## src/acp_pkg.sv

```systemverilog
/*
  Shared constants and types for the ATM cell path configuration
  controller: software register map, engine and PHY offsets, the fixed
  configuration values and the last step number of the boot sequence.
  Assumes nothing beyond a SystemVerilog compiler.
*/
package acp_pkg;

  // Software register map, byte addresses on the Wishbone side.
  localparam logic [7:0] ACP_CTRL_OFF = 8'h00;
  localparam logic [7:0] ACP_CMD_OFF  = 8'h04;
  localparam logic [7:0] ACP_ACCA_OFF = 8'h08;
  localparam logic [7:0] ACP_ACCD_OFF = 8'h0C;
  localparam logic [7:0] ACP_STAT_OFF = 8'h10;
  localparam logic [7:0] ACP_RDAT_OFF = 8'h14;
  localparam logic [31:0] ACP_CTRL_RST = 32'h0000_0000;
  localparam logic [31:0] ACP_ACCA_MASK = 32'h0001_33FF;

  // Field positions in the control, command and access registers.
  localparam int ACP_RX_ON_BIT     = 0;
  localparam int ACP_TX_ON_BIT     = 1;
  localparam int ACP_DISCARD_BIT   = 2;
  localparam int ACP_LOOP_BIT      = 14;
  localparam int ACP_H4_IDLE_BIT   = 16;
  localparam int ACP_FILT_BOTH_BIT = 17;
  localparam int ACP_START_BIT     = 0;
  localparam int ACP_GO_BIT        = 1;
  localparam int ACP_ACC_WR_BIT    = 16;

  // Indirect access targets.
  localparam logic [1:0] ACP_TGT_CMEM = 2'h0;
  localparam logic [1:0] ACP_TGT_ENG  = 2'h1;
  localparam logic [1:0] ACP_TGT_PHY  = 2'h3;

  // Engine general mode word.
  localparam logic [9:0]  ACP_MODE_OFF   = 10'h000;
  localparam logic [31:0] ACP_MODE_USER  = 32'h0000_4037;
  localparam logic [31:0] ACP_MODE_FIXED = 32'hC000_0F00;

  // PHY offsets and values.
  localparam logic [9:0] ACP_PHY_TOP_OFF  = 10'h000;
  localparam logic [9:0] ACP_RX_CONV_OFF  = 10'h028;
  localparam logic [9:0] ACP_TX_CONV_OFF  = 10'h02C;
  localparam logic [9:0] ACP_RX_CELL_OFF  = 10'h040;
  localparam logic [9:0] ACP_RX_FRM_OFF   = 10'h041;
  localparam logic [9:0] ACP_H4_PAT_OFF   = 10'h046;
  localparam logic [9:0] ACP_H1_MASK_OFF  = 10'h047;
  localparam logic [9:0] ACP_H2_MASK_OFF  = 10'h048;
  localparam logic [9:0] ACP_H4_MASK_OFF  = 10'h04A;
  localparam logic [7:0] ACP_PHY_TOP_VAL  = 8'h08;
  localparam logic [7:0] ACP_CONV_VAL     = 8'h80;
  localparam logic [7:0] ACP_RX_CELL_VAL  = 8'h28;
  localparam logic [7:0] ACP_RX_FRM_VAL   = 8'h01;
  localparam logic [7:0] ACP_H4_IDLE_VAL  = 8'h01;
  localparam logic [7:0] ACP_H4_UNAS_VAL  = 8'h00;
  localparam logic [7:0] ACP_MASK_ALL     = 8'hFF;
  localparam logic [7:0] ACP_MASK_BOTH    = 8'hFE;
  localparam logic [3:0] ACP_LAST_STEP    = 4'h9;

  typedef enum logic [1:0] {
    ACP_ST_IDLE = 2'b00,
    ACP_ST_SEQ  = 2'b01,
    ACP_ST_MAN  = 2'b10
  } acp_state_t;

  typedef enum logic [1:0] {
    ACP_LK_IDLE = 2'b00,
    ACP_LK_REQ  = 2'b01,
    ACP_LK_REL  = 2'b10,
    ACP_LK_DONE = 2'b11
  } acp_link_state_t;

endpackage

```

## src/acp_acc_if.sv

```systemverilog
/*
  Request channel between the sequencer and the pin handshake module.
  The master holds valid and the request fields until done pulses.
*/
`timescale 1ns/1ps
interface acp_acc_if;
  logic        valid;
  logic        write;
  logic [1:0]  target;
  logic [9:0]  addr;
  logic [31:0] wdata;
  logic        done;
  logic [31:0] rdata;
  modport master (output valid, write, target, addr, wdata,
                  input done, rdata);
  modport port (input valid, write, target, addr, wdata,
                output done, rdata);
endinterface

```

## src/acp_link.sv

```systemverilog
/*
  Four-phase request/acknowledge driver for the engine's indirect
  access pins. Assumes the engine holds read data stable while its
  acknowledge is high, and returns acknowledge low after request falls.
*/
`timescale 1ns/1ps
module acp_link (
  // Clock and reset
  input  wire logic        ref_clk,
  input  wire logic        nrst,
  // Request channel
  acp_acc_if.port          acc,
  // Engine pins
  output logic             eng_req,
  output logic             eng_wr,
  output logic [1:0]       eng_target,
  output logic [9:0]       eng_addr,
  output logic [31:0]      eng_wdata,
  input  wire logic        eng_ack,
  input  wire logic [31:0] eng_rdata
);

  typedef struct packed {
    acp_pkg::acp_link_state_t st;
    logic        ack_m;
    logic        ack_s;
    logic [31:0] rd_m;
    logic [31:0] rd_s;
    logic        req;
    logic        wr;
    logic [1:0]  tgt;
    logic [9:0]  addr;
    logic [31:0] wdata;
    logic [31:0] rdata;
  } acp_link_t;

  acp_link_t r_reg;
  acp_link_t r_next;

  always_comb begin
    r_next = r_reg;
    r_next.ack_m = eng_ack;
    r_next.ack_s = r_reg.ack_m;
    r_next.rd_m  = eng_rdata;
    r_next.rd_s  = r_reg.rd_m;
    case (r_reg.st)
      acp_pkg::ACP_LK_IDLE: begin
        if (acc.valid && !r_reg.ack_s) begin
          r_next.st    = acp_pkg::ACP_LK_REQ;
          r_next.req   = 1'b1;
          r_next.wr    = acc.write;
          r_next.tgt   = acc.target;
          r_next.addr  = acc.addr;
          r_next.wdata = acc.wdata;
        end
      end
      acp_pkg::ACP_LK_REQ: begin
        if (r_reg.ack_s) begin
          r_next.st    = acp_pkg::ACP_LK_REL;
          r_next.req   = 1'b0;
          r_next.rdata = r_reg.rd_s;
        end
      end
      acp_pkg::ACP_LK_REL: begin
        if (!r_reg.ack_s) begin
          r_next.st = acp_pkg::ACP_LK_DONE;
        end
      end
      acp_pkg::ACP_LK_DONE: r_next.st = acp_pkg::ACP_LK_IDLE;
      default: r_next.st = acp_pkg::ACP_LK_IDLE;
    endcase
  end

  always_ff @(posedge ref_clk or negedge nrst) begin
    if (!nrst) begin
      r_reg <= '0;
    end else begin
      r_reg <= r_next;
    end
  end

  assign eng_req    = r_reg.req;
  assign eng_wr     = r_reg.wr;
  assign eng_target = r_reg.tgt;
  assign eng_addr   = r_reg.addr;
  assign eng_wdata  = r_reg.wdata;
  assign acc.done   = (r_reg.st == acp_pkg::ACP_LK_DONE);
  assign acc.rdata  = r_reg.rdata;
endmodule

```

## src/acp_cfg_ctrl.sv

```systemverilog
/*
  Host-side configuration controller for the ATM cell path. Software
  sets its choices over classic Wishbone and starts a boot sequence that
  writes the engine mode word and the PHY settings through the engine's
  indirect access pins; single manual accesses are also offered.
  Assumes one clock, and an engine that answers every request.
*/
// Design decision made here: the Wishbone register port.
`timescale 1ns/1ps
module acp_cfg_ctrl (
  // Clock and reset
  input  wire logic        ref_clk,
  input  wire logic        nrst,
  // Wishbone slave
  input  wire logic        wb_cyc_i,
  input  wire logic        wb_stb_i,
  input  wire logic        wb_we_i,
  input  wire logic [7:0]  wb_adr_i,
  input  wire logic [3:0]  wb_sel_i,
  input  wire logic [31:0] wb_dat_i,
  output logic [31:0]      wb_dat_o,
  output logic             wb_ack_o,
  // Engine indirect access pins
  output logic             eng_req,
  output logic             eng_wr,
  output logic [1:0]       eng_target,
  output logic [9:0]       eng_addr,
  output logic [31:0]      eng_wdata,
  input  wire logic        eng_ack,
  input  wire logic [31:0] eng_rdata
);

  ////////////////////////////////////////////////////////////////////////

  typedef struct packed {
    acp_pkg::acp_state_t st;
    logic [3:0]  step;
    logic [31:0] ctrl;
    logic [31:0] acca;
    logic [31:0] accd;
    logic [31:0] rdata;
    logic        cfg_done;
    logic        valid;
    logic        wr;
    logic [1:0]  tgt;
    logic [9:0]  addr;
    logic [31:0] wdata;
    logic        ack;
    logic [31:0] dat;
  } acp_ctrl_t;

  acp_ctrl_t r_reg;
  acp_ctrl_t r_next;
  acp_acc_if acc ();

  // Byte-lane merge for Wishbone writes.
  function automatic logic [31:0] merge(input logic [31:0] old,
                                        input logic [31:0] nw,
                                        input logic [3:0]  sel);
    logic [31:0] res;
    res = old;
    for (int i = 0; i < 4; i++) begin
      if (sel[i]) begin
        res[i*8 +: 8] = nw[i*8 +: 8];
      end
    end
    return res;
  endfunction

  // Mode word: only the application bits and the free parity bits pass
  // from software; every other bit is forced, so a careless control
  // write can never enable bus parity or move the register map.
  function automatic logic [31:0] mode_word(input logic [31:0] c);
    return (c & acp_pkg::ACP_MODE_USER) | acp_pkg::ACP_MODE_FIXED;
  endfunction

  function automatic logic [9:0] step_addr(input logic [3:0] s);
    case (s)
      4'h0:    return acp_pkg::ACP_MODE_OFF;
      4'h1:    return acp_pkg::ACP_PHY_TOP_OFF;
      4'h2:    return acp_pkg::ACP_RX_CONV_OFF;
      4'h3:    return acp_pkg::ACP_TX_CONV_OFF;
      4'h4:    return acp_pkg::ACP_RX_CELL_OFF;
      4'h5:    return acp_pkg::ACP_RX_FRM_OFF;
      4'h6:    return acp_pkg::ACP_H4_PAT_OFF;
      4'h7:    return acp_pkg::ACP_H1_MASK_OFF;
      4'h8:    return acp_pkg::ACP_H2_MASK_OFF;
      default: return acp_pkg::ACP_H4_MASK_OFF;
    endcase
  endfunction

  function automatic logic [7:0] step_byte(input logic [3:0]  s,
                                           input logic [31:0] c);
    case (s)
      4'h1:    return acp_pkg::ACP_PHY_TOP_VAL;
      4'h2:    return acp_pkg::ACP_CONV_VAL;
      4'h3:    return acp_pkg::ACP_CONV_VAL;
      4'h4:    return acp_pkg::ACP_RX_CELL_VAL;
      4'h5:    return acp_pkg::ACP_RX_FRM_VAL;
      4'h6:    return c[acp_pkg::ACP_H4_IDLE_BIT] ?
                      acp_pkg::ACP_H4_IDLE_VAL : acp_pkg::ACP_H4_UNAS_VAL;
      4'h9:    return c[acp_pkg::ACP_FILT_BOTH_BIT] ?
                      acp_pkg::ACP_MASK_BOTH : acp_pkg::ACP_MASK_ALL;
      default: return acp_pkg::ACP_MASK_ALL;
    endcase
  endfunction

  ////////////////////////////////////////////////////////////////////////

  logic        bus_wr;
  logic        bus_rd;
  logic        start;
  logic        go;
  logic [31:0] stat;

  always_comb begin
    r_next = r_reg;
    r_next.ack = wb_cyc_i && wb_stb_i && !r_reg.ack;
    bus_wr = r_next.ack && wb_we_i;
    bus_rd = r_next.ack && !wb_we_i;
    start = 1'b0;
    go = 1'b0;
    stat = {24'h0, r_reg.step, 2'b00, r_reg.cfg_done,
            (r_reg.st != acp_pkg::ACP_ST_IDLE)};
    if (bus_rd) begin
      case (wb_adr_i)
        acp_pkg::ACP_CTRL_OFF: r_next.dat = r_reg.ctrl;
        acp_pkg::ACP_ACCA_OFF: r_next.dat = r_reg.acca;
        acp_pkg::ACP_ACCD_OFF: r_next.dat = r_reg.accd;
        acp_pkg::ACP_STAT_OFF: r_next.dat = stat;
        acp_pkg::ACP_RDAT_OFF: r_next.dat = r_reg.rdata;
        default:               r_next.dat = 32'h0000_0000;
      endcase
    end
    if (bus_wr) begin
      case (wb_adr_i)
        acp_pkg::ACP_CTRL_OFF: begin
          r_next.ctrl = merge(r_reg.ctrl, wb_dat_i, wb_sel_i);
        end
        acp_pkg::ACP_ACCA_OFF: begin
          r_next.acca = merge(r_reg.acca, wb_dat_i, wb_sel_i)
                        & acp_pkg::ACP_ACCA_MASK;
        end
        acp_pkg::ACP_ACCD_OFF: begin
          r_next.accd = merge(r_reg.accd, wb_dat_i, wb_sel_i);
        end
        acp_pkg::ACP_CMD_OFF: begin
          start = wb_sel_i[0] && wb_dat_i[acp_pkg::ACP_START_BIT];
          go    = wb_sel_i[0] && wb_dat_i[acp_pkg::ACP_GO_BIT];
        end
        default: ;
      endcase
    end

    // Commands arriving while busy are dropped; start wins over go.
    case (r_reg.st)
      acp_pkg::ACP_ST_IDLE: begin
        if (start) begin
          r_next.st       = acp_pkg::ACP_ST_SEQ;
          r_next.step     = 4'h0;
          r_next.cfg_done = 1'b0;
          r_next.valid    = 1'b1;
          r_next.wr       = 1'b1;
          r_next.tgt      = acp_pkg::ACP_TGT_ENG;
          r_next.addr     = acp_pkg::ACP_MODE_OFF;
          r_next.wdata    = mode_word(r_next.ctrl);
        end else if (go) begin
          r_next.st    = acp_pkg::ACP_ST_MAN;
          r_next.valid = 1'b1;
          r_next.wr    = r_reg.acca[acp_pkg::ACP_ACC_WR_BIT];
          r_next.tgt   = r_reg.acca[13:12];
          r_next.addr  = r_reg.acca[9:0];
          r_next.wdata = r_reg.accd;
        end
      end
      acp_pkg::ACP_ST_SEQ: begin
        if (acc.done) begin
          if (r_reg.step == acp_pkg::ACP_LAST_STEP) begin
            r_next.st       = acp_pkg::ACP_ST_IDLE;
            r_next.valid    = 1'b0;
            r_next.cfg_done = 1'b1;
          end else begin
            r_next.step  = r_reg.step + 4'h1;
            r_next.tgt   = acp_pkg::ACP_TGT_PHY;
            r_next.addr  = step_addr(r_next.step);
            r_next.wdata = {24'h0, step_byte(r_next.step, r_reg.ctrl)};
          end
        end
      end
      acp_pkg::ACP_ST_MAN: begin
        if (acc.done) begin
          r_next.st    = acp_pkg::ACP_ST_IDLE;
          r_next.valid = 1'b0;
          r_next.rdata = acc.rdata;
        end
      end
      default: begin
        r_next.st    = acp_pkg::ACP_ST_IDLE;
        r_next.valid = 1'b0;
      end
    endcase
  end

  always_ff @(posedge ref_clk or negedge nrst) begin
    if (!nrst) begin
      r_reg      <= '0;
      r_reg.ctrl <= acp_pkg::ACP_CTRL_RST;
    end else begin
      r_reg <= r_next;
    end
  end

  assign wb_ack_o  = r_reg.ack;
  assign wb_dat_o  = r_reg.dat;
  assign acc.valid  = r_reg.valid;
  assign acc.write  = r_reg.wr;
  assign acc.target = r_reg.tgt;
  assign acc.addr   = r_reg.addr;
  assign acc.wdata  = r_reg.wdata;

  acp_link u_link (
    .ref_clk    (ref_clk),
    .nrst       (nrst),
    .acc        (acc.port),
    .eng_req    (eng_req),
    .eng_wr     (eng_wr),
    .eng_target (eng_target),
    .eng_addr   (eng_addr),
    .eng_wdata  (eng_wdata),
    .eng_ack    (eng_ack),
    .eng_rdata  (eng_rdata)
  );

  logic seq_mode;
  logic seq_phy;
  assign seq_mode = (r_reg.st == acp_pkg::ACP_ST_SEQ) && r_reg.step == 4'h0;
  assign seq_phy  = (r_reg.st == acp_pkg::ACP_ST_SEQ) && r_reg.step != 4'h0;
endmodule

```

## config.mk

```make
export PLATFORM = sky130hd
export DESIGN_NAME = acp_cfg_ctrl
export DESIGN_NICKNAME = d
export VERILOG_FILES = /design/src/acp_pkg.sv /design/src/acp_acc_if.sv /design/src/acp_link.sv /design/src/acp_cfg_ctrl.sv
export SDC_FILE = /design/constraint.sdc
export NUM_CORES = 1
export LEC_CHECK = 0
export BUFFER_PORTS_ARGS = -buffer_cell sky130_fd_sc_hd__buf_4
export CAP_MARGIN = 5
export CORE_MARGIN = 5
export CORE_UTILIZATION = 53
export CTS_CLUSTER_SIZE = 25
export DETAILED_ROUTE_END_ITERATION = 10
export PLACE_DENSITY = 0.74
export SYNTH_ARGS = -nofsm -noshare
export SYNTH_HDL_FRONTEND = slang
export SYNTH_HIERARCHICAL = 1
export SYNTH_SLANG_ARGS = --single-unit
```

## constraint.sdc

```tcl
create_clock -name ref_clk -period 2.1 [get_ports ref_clk]
set_clock_uncertainty 0.05 [all_clocks]
set_input_delay 0.525 -clock ref_clk [delete_from_list [all_inputs] [get_ports ref_clk]]
set_output_delay 0.525 -clock ref_clk [all_outputs]
set_load 0.01 [all_outputs]
```

==> flow_summary.toml, run 1 <==
[run_status]
run_status = "finished, final reports clean"

[route]
drc = 0
detail-route-antenna-nets = 0
per_cell_routed_wire_length_um = 20.08
number_of_iterations_in_the_first_detailed_routing_pass = 5
num_vias = 8601
drt-total-wl_um = 31770
drt_iter0_drc = 655
vias_per_cell = 5.437

[placement]
placed_cells = 1514
place.detailed.hpwl_um = 23410
numPortBuffers = 160
finalWeightedCongestion = 0.8802

[final_layout]
diodes = 0
largest_reg_flops = 116
area_growth_pct = 18.93
nets = 1306
final_layout_size_suffix_gt1_share_pct = 43.19
fin_cells = 1582

[synth]
mappedNetlistNets = 1173
mappedNetlistArea_mm2 = 0.01434
library_cell_with_the_largest_summed_area_after_synthesis = "sky130_fd_sc_hd__dfrtp_1"
post_synth_most_frequent_cells = "sky130_fd_sc_hd__dfrtp_1, sky130_fd_sc_hd__mux2_2, sky130_fd_sc_hd__buf_4"
edff_count_synth = 0
ys_warn_count = 6
yosysTopAreaCellShare_pct = 59.52
synth_flop_cell = "sky130_fd_sc_hd__dfrtp_1"
post_synth_num_cell_types = 61
ys_ff_latch = 341
seq_area_frac_synth_pct = 59.52
synthArstFlopShare_pct = 100.0
synth.area.top_cells = "sky130_fd_sc_hd__dfrtp_1, sky130_fd_sc_hd__mux2_2, sky130_fd_sc_hd__buf_4, sky130_fd_sc_hd__mux2_4, sky130_fd_sc_hd__nand2_1"
yosysMostFrequentCell = "sky130_fd_sc_hd__dfrtp_1"
syn_area_per_cell_um2 = 13.25
synthesis.instances = 1082

[floorplan]
effective_utilization_at_floorplan_pct = 53.50
core_area_mm2 = 0.02680
ioPinCount = 161
fp.dieH_um = 174.5
die-area_mm2 = 0.03044
die-width_um = 174.5
num_rows = 60

[clocking]
clock-sinks = 341
clock_tree.buffer_depth = 3
cts-htree-levels = 2
clk_pin_slew_ns = 0.06
tritoncts = "yes"
worst_skew_pair.late_latency_ns = 0.52
cts_inserted_buffers = 37
cts-root-buf = "sky130_fd_sc_hd__clkbuf_16"

[grt]
grt_util_all_layers_pct = 21.28
first_global_vias = 9228
grt-ovfl-total = 0
grt_pass1_wl_um = 51960
grt_max_degree = 61
grt_antenna_before_repair = 0

[timing]
max_freq_mhz = 486.6
period_needed_ns = 2.055
hold_ws_ns = 0.05730
setup-violations-final = 0
sum_of_negative_setup_slack_ns = 0
post-route-period-util_pct = 97.85
worst_slew_pin_slew_ns = 0.4894
slew_violations = 0
final_hold_viol_count = 0
worst_slew_margin_rel_pct = 67.37
rsz0062_at_grt = "yes"

[hold_path]
hold_class = "input pin to flop"
timing.hold.worst_path_depth = 1

[worst_setup_path]
cp.arrival_ns = 2.42
critical_path.cell_chain = "buf_6 > and4b_1 > nand4_1 > buf_6 > buf_6 > mux2_4 > o211a_1 > o22a_1"
crit_path_end_kind = "flop"
critical_path.startpoint_type = "flop"
timing.critical_path.required_ns = 2.46
path_common_cell = "sky130_fd_sc_hd__buf_6"
start_to_end_type_of_the_worst_setup_path = "flop to flop"
crit_path_max_incr_delay_ns = 0.38
reg2regPathDepth = 8
worst_path_max_delay_cell = "sky130_fd_sc_hd__dfrtp_1"
timing.critical_path.fanout_max = 3

[run]
maxCapViolations = 0

[pwr]
leakage_nw = 8.473
ir_worst_vdd_mv = 0.6666
power_density_over_the_cells_mw_per_mm2 = 937.0
cell families after synthesis:
| logic type | after synthesis | synth area share (%) |
|---|---|---|
| flops | 341 | 59.52 |
| compound gates | 158 | 7.627 |
| buf+inv | 172 | 8.133 |
| simple gates | 199 | 7.077 |
| xor+xnor | 3 | 0.1833 |
| mux | 200 | 16.68 |
| fa+ha+maj | 9 | 0.7854 |
critical path, delay by kind of cell (launching register included):
kind,cells,cell delay (ns)
AO/OA/AOI/OAI,2,0.39
multiplexers,1,0.29
flip-flops,1,0.38
AND/OR/NAND/NOR,2,0.42
buffers and inverters,3,0.42
report_power, final:
group	leakage [nW]	switching, mW	internal (mW)
clock	0.573	2.55	3.56
sequential	4.49	0.508	7.34
combinational	3.41	0.917	1.11
total	8.47	3.97	12.0
placed cells by master (no fill, tap or decap), types with 19 or more instances in the layout:
master | Yosys | final
sky130_fd_sc_hd__a222oi_1 | 19 | 19
sky130_fd_sc_hd__buf_4 | 109 | 240
sky130_fd_sc_hd__clkbuf_16 | 0 | 37
sky130_fd_sc_hd__dfrtp_1 | 341 | 341
sky130_fd_sc_hd__mux2_2 | 151 | 136
sky130_fd_sc_hd__mux2_4 | 40 | 55
sky130_fd_sc_hd__nand2_1 | 106 | 105
sky130_fd_sc_hd__nand3_1 | 32 | 29
sky130_fd_sc_hd__o21ai_0 | 62 | 37
sky130_fd_sc_hd__o21ai_1 | 0 | 25
routing by layer:
| metal | track usage (%) | vias to the layer above | wire length [um] |
|---|---|---|---|
| met2 | 33.94 | 261 | 14790 |
| met3 | 4.611 | 40 | 1987 |
| met4 | 5.015 | 0 | 582 |
| met5 | 0 | - | 0 |
| li1 | - | 3983 | - |
| met1 | 30.18 | 4317 | 14410 |
per-stage QoR:
step	power [mW]	worst slack, ns	util, %	cell area (um2)
6_report	15.98	0.04512	63.62	17050
5_1_grt	16.72	-0.06041	63.62	17050
4_1_cts	16.13	0.005013	63.44	17000
2_1_floorplan	9.512	-0.2022	-	14550
3_5_place_dp	9.966	-0.4200	59.05	15830
3_3_place_gp	9.857	-0.3695	59.05	15830
path summary, 6_finish.rpt:
path,startpoint,end,slack (ns)
worst max-delay path,wb_ack_o$_DFF_PN0_,acc.wdata[4]$_DFFE_PN0P_,0.05
worst min-delay path,eng_rdata[21],u_link/r_next[99]$_DFF_PN0_,0.06
worst max register to register,wb_ack_o$_DFF_PN0_,acc.wdata[4]$_DFFE_PN0P_,0.05
worst min register to register,u_link/r_next[142]$_DFF_PN0_,u_link/r_reg[142]$_DFF_PN0_,0.29
max in group asynchronous,nrst,wb_dat_o[14]$_DFFE_PN0P_,0.83
min in group asynchronous,nrst,r_reg[150]$_DFFE_PN0P_,0.47
area by class of cell:
class / count / area [um2]
clock buffers: 53 / 1066
well taps: 341 / 426.7
fillers: 1982 / 9749
inverters: 8 / 30.03
flip-flops and latches: 341 / 8533
multi-input cells: 569 / 4787
repair buffers: 258 / 2112
clock inverters: 12 / 96.34
repair_timing:
action                     in CTS  in global routing
hold endpoints to repair       45                  0
setup endpoints to repair       5                 50
resized for setup               1                  9
hold buffers                    1                  0
pin swaps                       2                  7
buffers inserted                0                  2
(Power assumes the default switching activity.)
==> inputs of run 2 (changes only) <==
--- a/config.mk
+++ b/config.mk
@@ -5,8 +5,10 @@
 export SDC_FILE = /design/constraint.sdc
 export NUM_CORES = 1
 export LEC_CHECK = 0
+export ABC_CLOCK_PERIOD_IN_PS = 2100
 export BUFFER_PORTS_ARGS = -buffer_cell sky130_fd_sc_hd__buf_4
 export CAP_MARGIN = 5
+export CORE_ASPECT_RATIO = 1.4
 export CORE_MARGIN = 5
 export CORE_UTILIZATION = 53
 export CTS_CLUSTER_SIZE = 25
==> run 2 against run 1 <==
Net effect: sequential share of layout area shrank 0.66 points; worst hold slack gained 0.074 ns; sequential cell count is the same; power shrank 4.4%; via count grew 0.38%; utilization grew 0.79 points; worst setup slack gained 0.0071 ns; final area grew 1.3%; first-iteration DRC count shrank 11%; count of clock-buffer cells in the layout shrank 13; fmax grew 0.35%; critical endpoint is now acc.wdata[5]$_DFFE_PN0P_; highest routed layer is now met5.
==> flow_summary.toml, run 2 (same netlist as run 1, synthesis figures left out) <==
[worst_setup_path]
start_to_end_type_of_the_worst_setup_path = "input pin to flop"
cp.arrival_ns = 2.45
path_common_cell = "sky130_fd_sc_hd__buf_4"
timing.critical_path.required_ns = 2.51
critical_path.startpoint_type = "input pin"
critical_path.cell_chain = "buf_4 > or4_4 > nor4_4 > buf_4 > o211a_1 > o21ai_4 > o32a_1"
crit_path_max_incr_delay_ns = 0.61
worst_path_max_delay_cell = "sky130_fd_sc_hd__or4_4"
crit_path_end_kind = "flop"
timing.critical_path.fanout_max = 5

[clocking]
worst_skew_pair.late_latency_ns = 0.58
cts-root-buf = "sky130_fd_sc_hd__clkbuf_16"
clk_pin_slew_ns = 0.06
tritoncts = "yes"
cts-htree-levels = 1
clock-sinks = 341
clock_tree.buffer_depth = 3
cts_inserted_buffers = 30

[route]
vias_per_cell = 5.294
detail-route-antenna-nets = 0
drt_iter0_drc = 582
per_cell_routed_wire_length_um = 19.25
drt-total-wl_um = 31400
drc = 0
number_of_iterations_in_the_first_detailed_routing_pass = 8
num_vias = 8634

[floorplan]
fp.dieH_um = 204.6
ioPinCount = 161
die-area_mm2 = 0.03049
die-width_um = 149.0
core_area_mm2 = 0.02683
effective_utilization_at_floorplan_pct = 53.44
num_rows = 71

[timing]
max_freq_mhz = 488.3
setup-violations-final = 0
post-route-period-util_pct = 97.51
hold_ws_ns = 0.1313
slew_violations = 0
period_needed_ns = 2.048
final_hold_viol_count = 0
rsz0062_at_grt = "yes"
timing.final.ws_setup_ns = 0.05226
worst_slew_margin_rel_pct = 63.67
worst_slew_pin_slew_ns = 0.5438

[final_layout]
largest_reg_flops = 116
nets = 1338
area_growth_pct = 20.53
layout.cells.most_common = "sky130_fd_sc_hd__dfrtp_1"
final_layout_size_suffix_gt1_share_pct = 42.10
layout_common_cells = "sky130_fd_sc_hd__dfrtp_1, sky130_fd_sc_hd__buf_4, sky130_fd_sc_hd__mux2_2, sky130_fd_sc_hd__nand2_1, sky130_fd_sc_hd__mux2_4"
fillerInstances = 2066
diodes = 0

[grt]
first_global_vias = 9177
grt_pass1_wl_um = 50700
grt-ovfl-total = 0
grt_util_all_layers_pct = 21.01
grt_max_degree = 82
grt_antenna_before_repair = 1

[placement]
numPortBuffers = 160
place.detailed.hpwl_um = 22860
dpl_worst_slack_ns = -0.4771
finalWeightedCongestion = 0.8891

[pwr]
ir_worst_vdd_mv = 0.6686
power_density_over_the_cells_mw_per_mm2 = 883.5
leakage_nw = 8.538

[run_status]
run_status = "finished, final reports clean"

[hold_path]
hold_class = "input pin to flop"

[run]
maxCapViolations = 0
## run 2: cell types whose count changed in the layout (fill, tap and decap cells not counted), moves of 2 or more
| cell | delta |
|---|---|
| sky130_fd_sc_hd__clkbuf_16 | -7 |
| sky130_fd_sc_hd__inv_6 | -2 |
| sky130_fd_sc_hd__bufinv_16 | +2 |
| sky130_fd_sc_hd__clkbuf_8 | -4 |
| sky130_fd_sc_hd__clkbuf_1 | -2 |
| sky130_fd_sc_hd__buf_12 | +2 |
| sky130_fd_sc_hd__buf_4 | +5 |
| sky130_fd_sc_hd__clkinv_8 | -2 |
| sky130_fd_sc_hd__dlygate4sd3_1 | +33 |
## run 2: layout make-up
class,instances,area [um2],area share (%)
clock buffer,40,828.3,4.793
timing repair buffer,297,2509,14.52
clock inverter,11,132.6,0.7675
multi-input combinational,569,4791,27.72
tap,365,456.7,2.643
sequential,341,8533,49.38
inverter,8,30.03,0.1738
## run 2: worst max-delay path: cells and delay by family
family                 cells  cell delay [ns]
buffers and inverters      2             0.30
AO/OA/AOI/OAI              3             0.73
AND/OR/NAND/NOR            2             0.90
## run 2: path summary, 6_finish.rpt
path	start	endpoint	slack [ns]	cells after the start
setup / recovery	wb_adr_i[7]	acc.wdata[5]$_DFFE_PN0P_	0.05	7
hold / removal	wb_dat_i[10]	r_reg[122]$_DFFE_PN0P_	0.13	2
setup reg to reg	r_reg[208]$_DFFE_PN0P_	acc.wdata[5]$_DFFE_PN0P_	0.07	6
hold reg to reg	u_link/r_next[142]$_DFF_PN0_	u_link/r_reg[142]$_DFF_PN0_	0.29	0
max in group asynchronous	nrst	r_reg[133]$_DFFE_PN0P_	0.83	3
min in group asynchronous	nrst	u_link/r_next[84]$_DFF_PN0_	0.40	2
## run 2: report_power, final
| part | internal (mW) | switching (mW) | total (mW) |
|---|---|---|---|
| combinational | 1.15 | 0.924 | 2.08 |
| sequential | 7.33 | 0.485 | 7.82 |
| clock | 3.01 | 2.36 | 5.37 |
| total | 11.5 | 3.77 | 15.3 |
## run 2: metal layers
layer,part of all wire (%),vias to the layer above,global-route usage [%]
met2,50,227,35.09
met3,5.7,46,3.939
li1,-,4037,-
met5,0.022,-,0
met1,42,4322,28.19
met4,2.4,2,6.215
## run 2: timing repair
action	in CTS	in global routing
endpoints found under the hold margin	68	0
gates cloned	0	0
pin swaps	1	5
hold buffers	34	0
setup endpoints to repair	32	47
buffers inserted	0	4
gates resized for setup	1	10
## run 2: stage by stage
| stage | instance area [um2] | setup TNS (ns) | power (mW) | cells | util (%) |
|---|---|---|---|---|---|
| after CTS | 17210 | -0.01685 | 15.42 | 1627 | 64.15 |
| after global routing | 17280 | -0.01038 | 15.98 | 1631 | 64.41 |
| after detailed placement | 15910 | -49.12 | 9.972 | 1542 | 59.30 |
| after global placement | 15910 | -45.47 | 9.849 | 1542 | 59.30 |
| after floorplan | 14550 | -11.95 | 9.512 | 1082 | - |
| final | 17280 | 0 | 15.27 | 1631 | 64.41 |
==> inputs of run 3 (changes only) <==
--- a/config.mk
+++ b/config.mk
@@ -11,10 +11,13 @@
 export CORE_ASPECT_RATIO = 1.4
 export CORE_MARGIN = 5
 export CORE_UTILIZATION = 53
+export CTS_CLUSTER_DIAMETER = 50
 export CTS_CLUSTER_SIZE = 25
 export DETAILED_ROUTE_END_ITERATION = 10
 export PLACE_DENSITY = 0.74
+export REMOVE_ABC_BUFFERS = 1
 export SYNTH_ARGS = -nofsm -noshare
 export SYNTH_HDL_FRONTEND = slang
 export SYNTH_HIERARCHICAL = 1
 export SYNTH_SLANG_ARGS = --single-unit
+export TNS_END_PERCENT = 10
==> run 3 against run 2 <==
Net effect: worst setup slack worse by 0.025 ns; global-route usage is 0.49 points lower; non-clock buffer count is 23 lower; sequential share of layout area is 1.3 points higher; die area stayed put; wire length is 2.3% lower; final area is 2.6% lower; clock power is 6.3% lower; cell count is 1.7% lower; sequential cell count stayed put; largest power group unchanged.
==> flow_summary.toml, run 3 (same netlist as run 1, synthesis figures left out) <==
[pwr]
leakage_nw = 8.373
report.power.total_mw = 14.79
power_density_over_the_cells_mw_per_mm2 = 879.5
ir_worst_vdd_mv = 0.7434

[run_status]
run_status = "finished, final reports clean"

[grt]
grt_pass1_wl_um = 49710
global_route.usage.met1_pct = 27.93
grt_antenna_before_repair = 1
grt_max_degree = 59
globalRouteMet2Util_pct = 33.40
first_global_vias = 9118
global_route.usage.met3_pct = 3.474
grt_util_all_layers_pct = 20.52
grt-ovfl-total = 0
gr-max-usage-layer = "met2"

[floorplan]
ioPinCount = 161
fp.dieH_um = 204.6
num_rows = 71
die-width_um = 149.0
die-area_mm2 = 0.03049
core_area_mm2 = 0.02683
effective_utilization_at_floorplan_pct = 53.44

[placement]
place.detailed.hpwl_um = 22630
dpl_worst_slack_ns = -0.4805
finalWeightedCongestion = 0.8793
placedInstanceArea_mm2 = 0.01573
placed_cells = 1536
numPortBuffers = 160

[clocking]
worst_skew_pair.late_latency_ns = 0.56
clock-sinks = 341
cts-htree-levels = 1
cts_inserted_buffers = 25
tritoncts = "yes"
clk_pin_slew_ns = 0.08
cts-root-buf = "sky130_fd_sc_hd__clkbuf_16"
clock_tree.buffer_depth = 3

[route]
drt-total-wl_um = 30670
number_of_iterations_in_the_first_detailed_routing_pass = 7
drt_iter0_drc = 497
per_cell_routed_wire_length_um = 19.13
drc = 0
detail-route-antenna-nets = 0
vias_per_cell = 5.375
num_vias = 8616

[worst_setup_path]
critical_path.startpoint_type = "flop"
timing.critical_path.fanout_max = 3
cp.arrival_ns = 2.45
start_to_end_type_of_the_worst_setup_path = "flop to flop"
timing.critical_path.required_ns = 2.48
crit_path_end_kind = "flop"

[timing]
setup-violations-final = 0
period_needed_ns = 2.073
final_hold_viol_count = 0
max_freq_mhz = 482.4
worst_slew_pin_slew_ns = 0.5094
sum_of_negative_setup_slack_ns = 0
post-route-period-util_pct = 98.71
slew_violations = 0
rsz0062_at_grt = "yes"
worst_slew_margin_rel_pct = 66.04
timing.final.ws_setup_ns = 0.02707
hold_ws_ns = 0.01964

[final_layout]
layout_common_cells = "sky130_fd_sc_hd__dfrtp_1, sky130_fd_sc_hd__buf_4, sky130_fd_sc_hd__mux2_2, sky130_fd_sc_hd__nand2_1, sky130_fd_sc_hd__o21ai_0"
post-route-cell-area_mm2 = 0.01682
finish.utilization_pct = 62.70
fillerInstances = 2118
final_layout_size_suffix_gt1_share_pct = 41.15
layout.cells.most_common = "sky130_fd_sc_hd__dfrtp_1"
area_growth_pct = 17.33
fin_cells = 1603
largest_reg_flops = 116
nets = 1310

[hold_path]
hold_class = "input pin to flop"

[run]
maxCapViolations = 0
run 3: area by class of cell:
class                           count  area (um2)  area share, %
Tap cell                          365       456.7          2.715
Clock inverter                     17       210.2          1.250
Inverter                            8       30.03         0.1785
Timing Repair Buffer              274        2288          13.60
Clock buffer                       28       656.9          3.905
Sequential cell                   341        8533          50.73
Multi-Input combinational cell    569        4644          27.61
Antenna cell                        1       2.502        0.01488
run 3: worst paths after layout:
check,cells after the start,start,to,slack [ns]
hold / removal,1,eng_rdata[27],u_link/r_next[105]$_DFF_PN0_,0.02
hold reg to reg,0,u_link/r_next[79]$_DFF_PN0_,u_link/r_reg[79]$_DFF_PN0_,0.29
setup reg to reg,7,r_reg[208]$_DFFE_PN0P_,acc.wdata[5]$_DFFE_PN0P_,0.03
setup / recovery,7,r_reg[208]$_DFFE_PN0P_,acc.wdata[5]$_DFFE_PN0P_,0.03
min in group asynchronous,2,nrst,u_link/acc.rdata[1]$_DFFE_PN0P_,0.38
max in group asynchronous,3,nrst,r_reg[115]$_DFFE_PN0P_,0.99
run 3: worst max-delay path, stage by stage, from the launching register on:
cell and delay [ns]:
sky130_fd_sc_hd__dfrtp_1 0.41, sky130_fd_sc_hd__ha_1 0.28, sky130_fd_sc_hd__and3b_1 0.22, sky130_fd_sc_hd__o21ai_0 0.16, sky130_fd_sc_hd__buf_4 0.15, sky130_fd_sc_hd__o211a_1 0.25
sky130_fd_sc_hd__o21ai_4 0.08, sky130_fd_sc_hd__o32a_1 0.35
run 3: layer usage:
metal	routed length [um]	up-vias
li1	-	3970
met5	0	-
met2	15020	242
met1	12820	4335
met4	1073	0
met3	1759	69
run 3: what timing repair did:
| item | in CTS | in global routing |
|---|---|---|
| resized for setup | 0 | 6 |
| buffers inserted | 0 | 1 |
| setup endpoints to repair | 0 | 70 |
| hold buffers | 20 | 0 |
| hold endpoints to repair | 41 | 0 |
run 3: report_power, final:
group          switching [mW]  internal (mW)
registers               0.439           7.32
logic                   0.901           1.10
clock network            2.59           2.45
total                    3.93           10.9
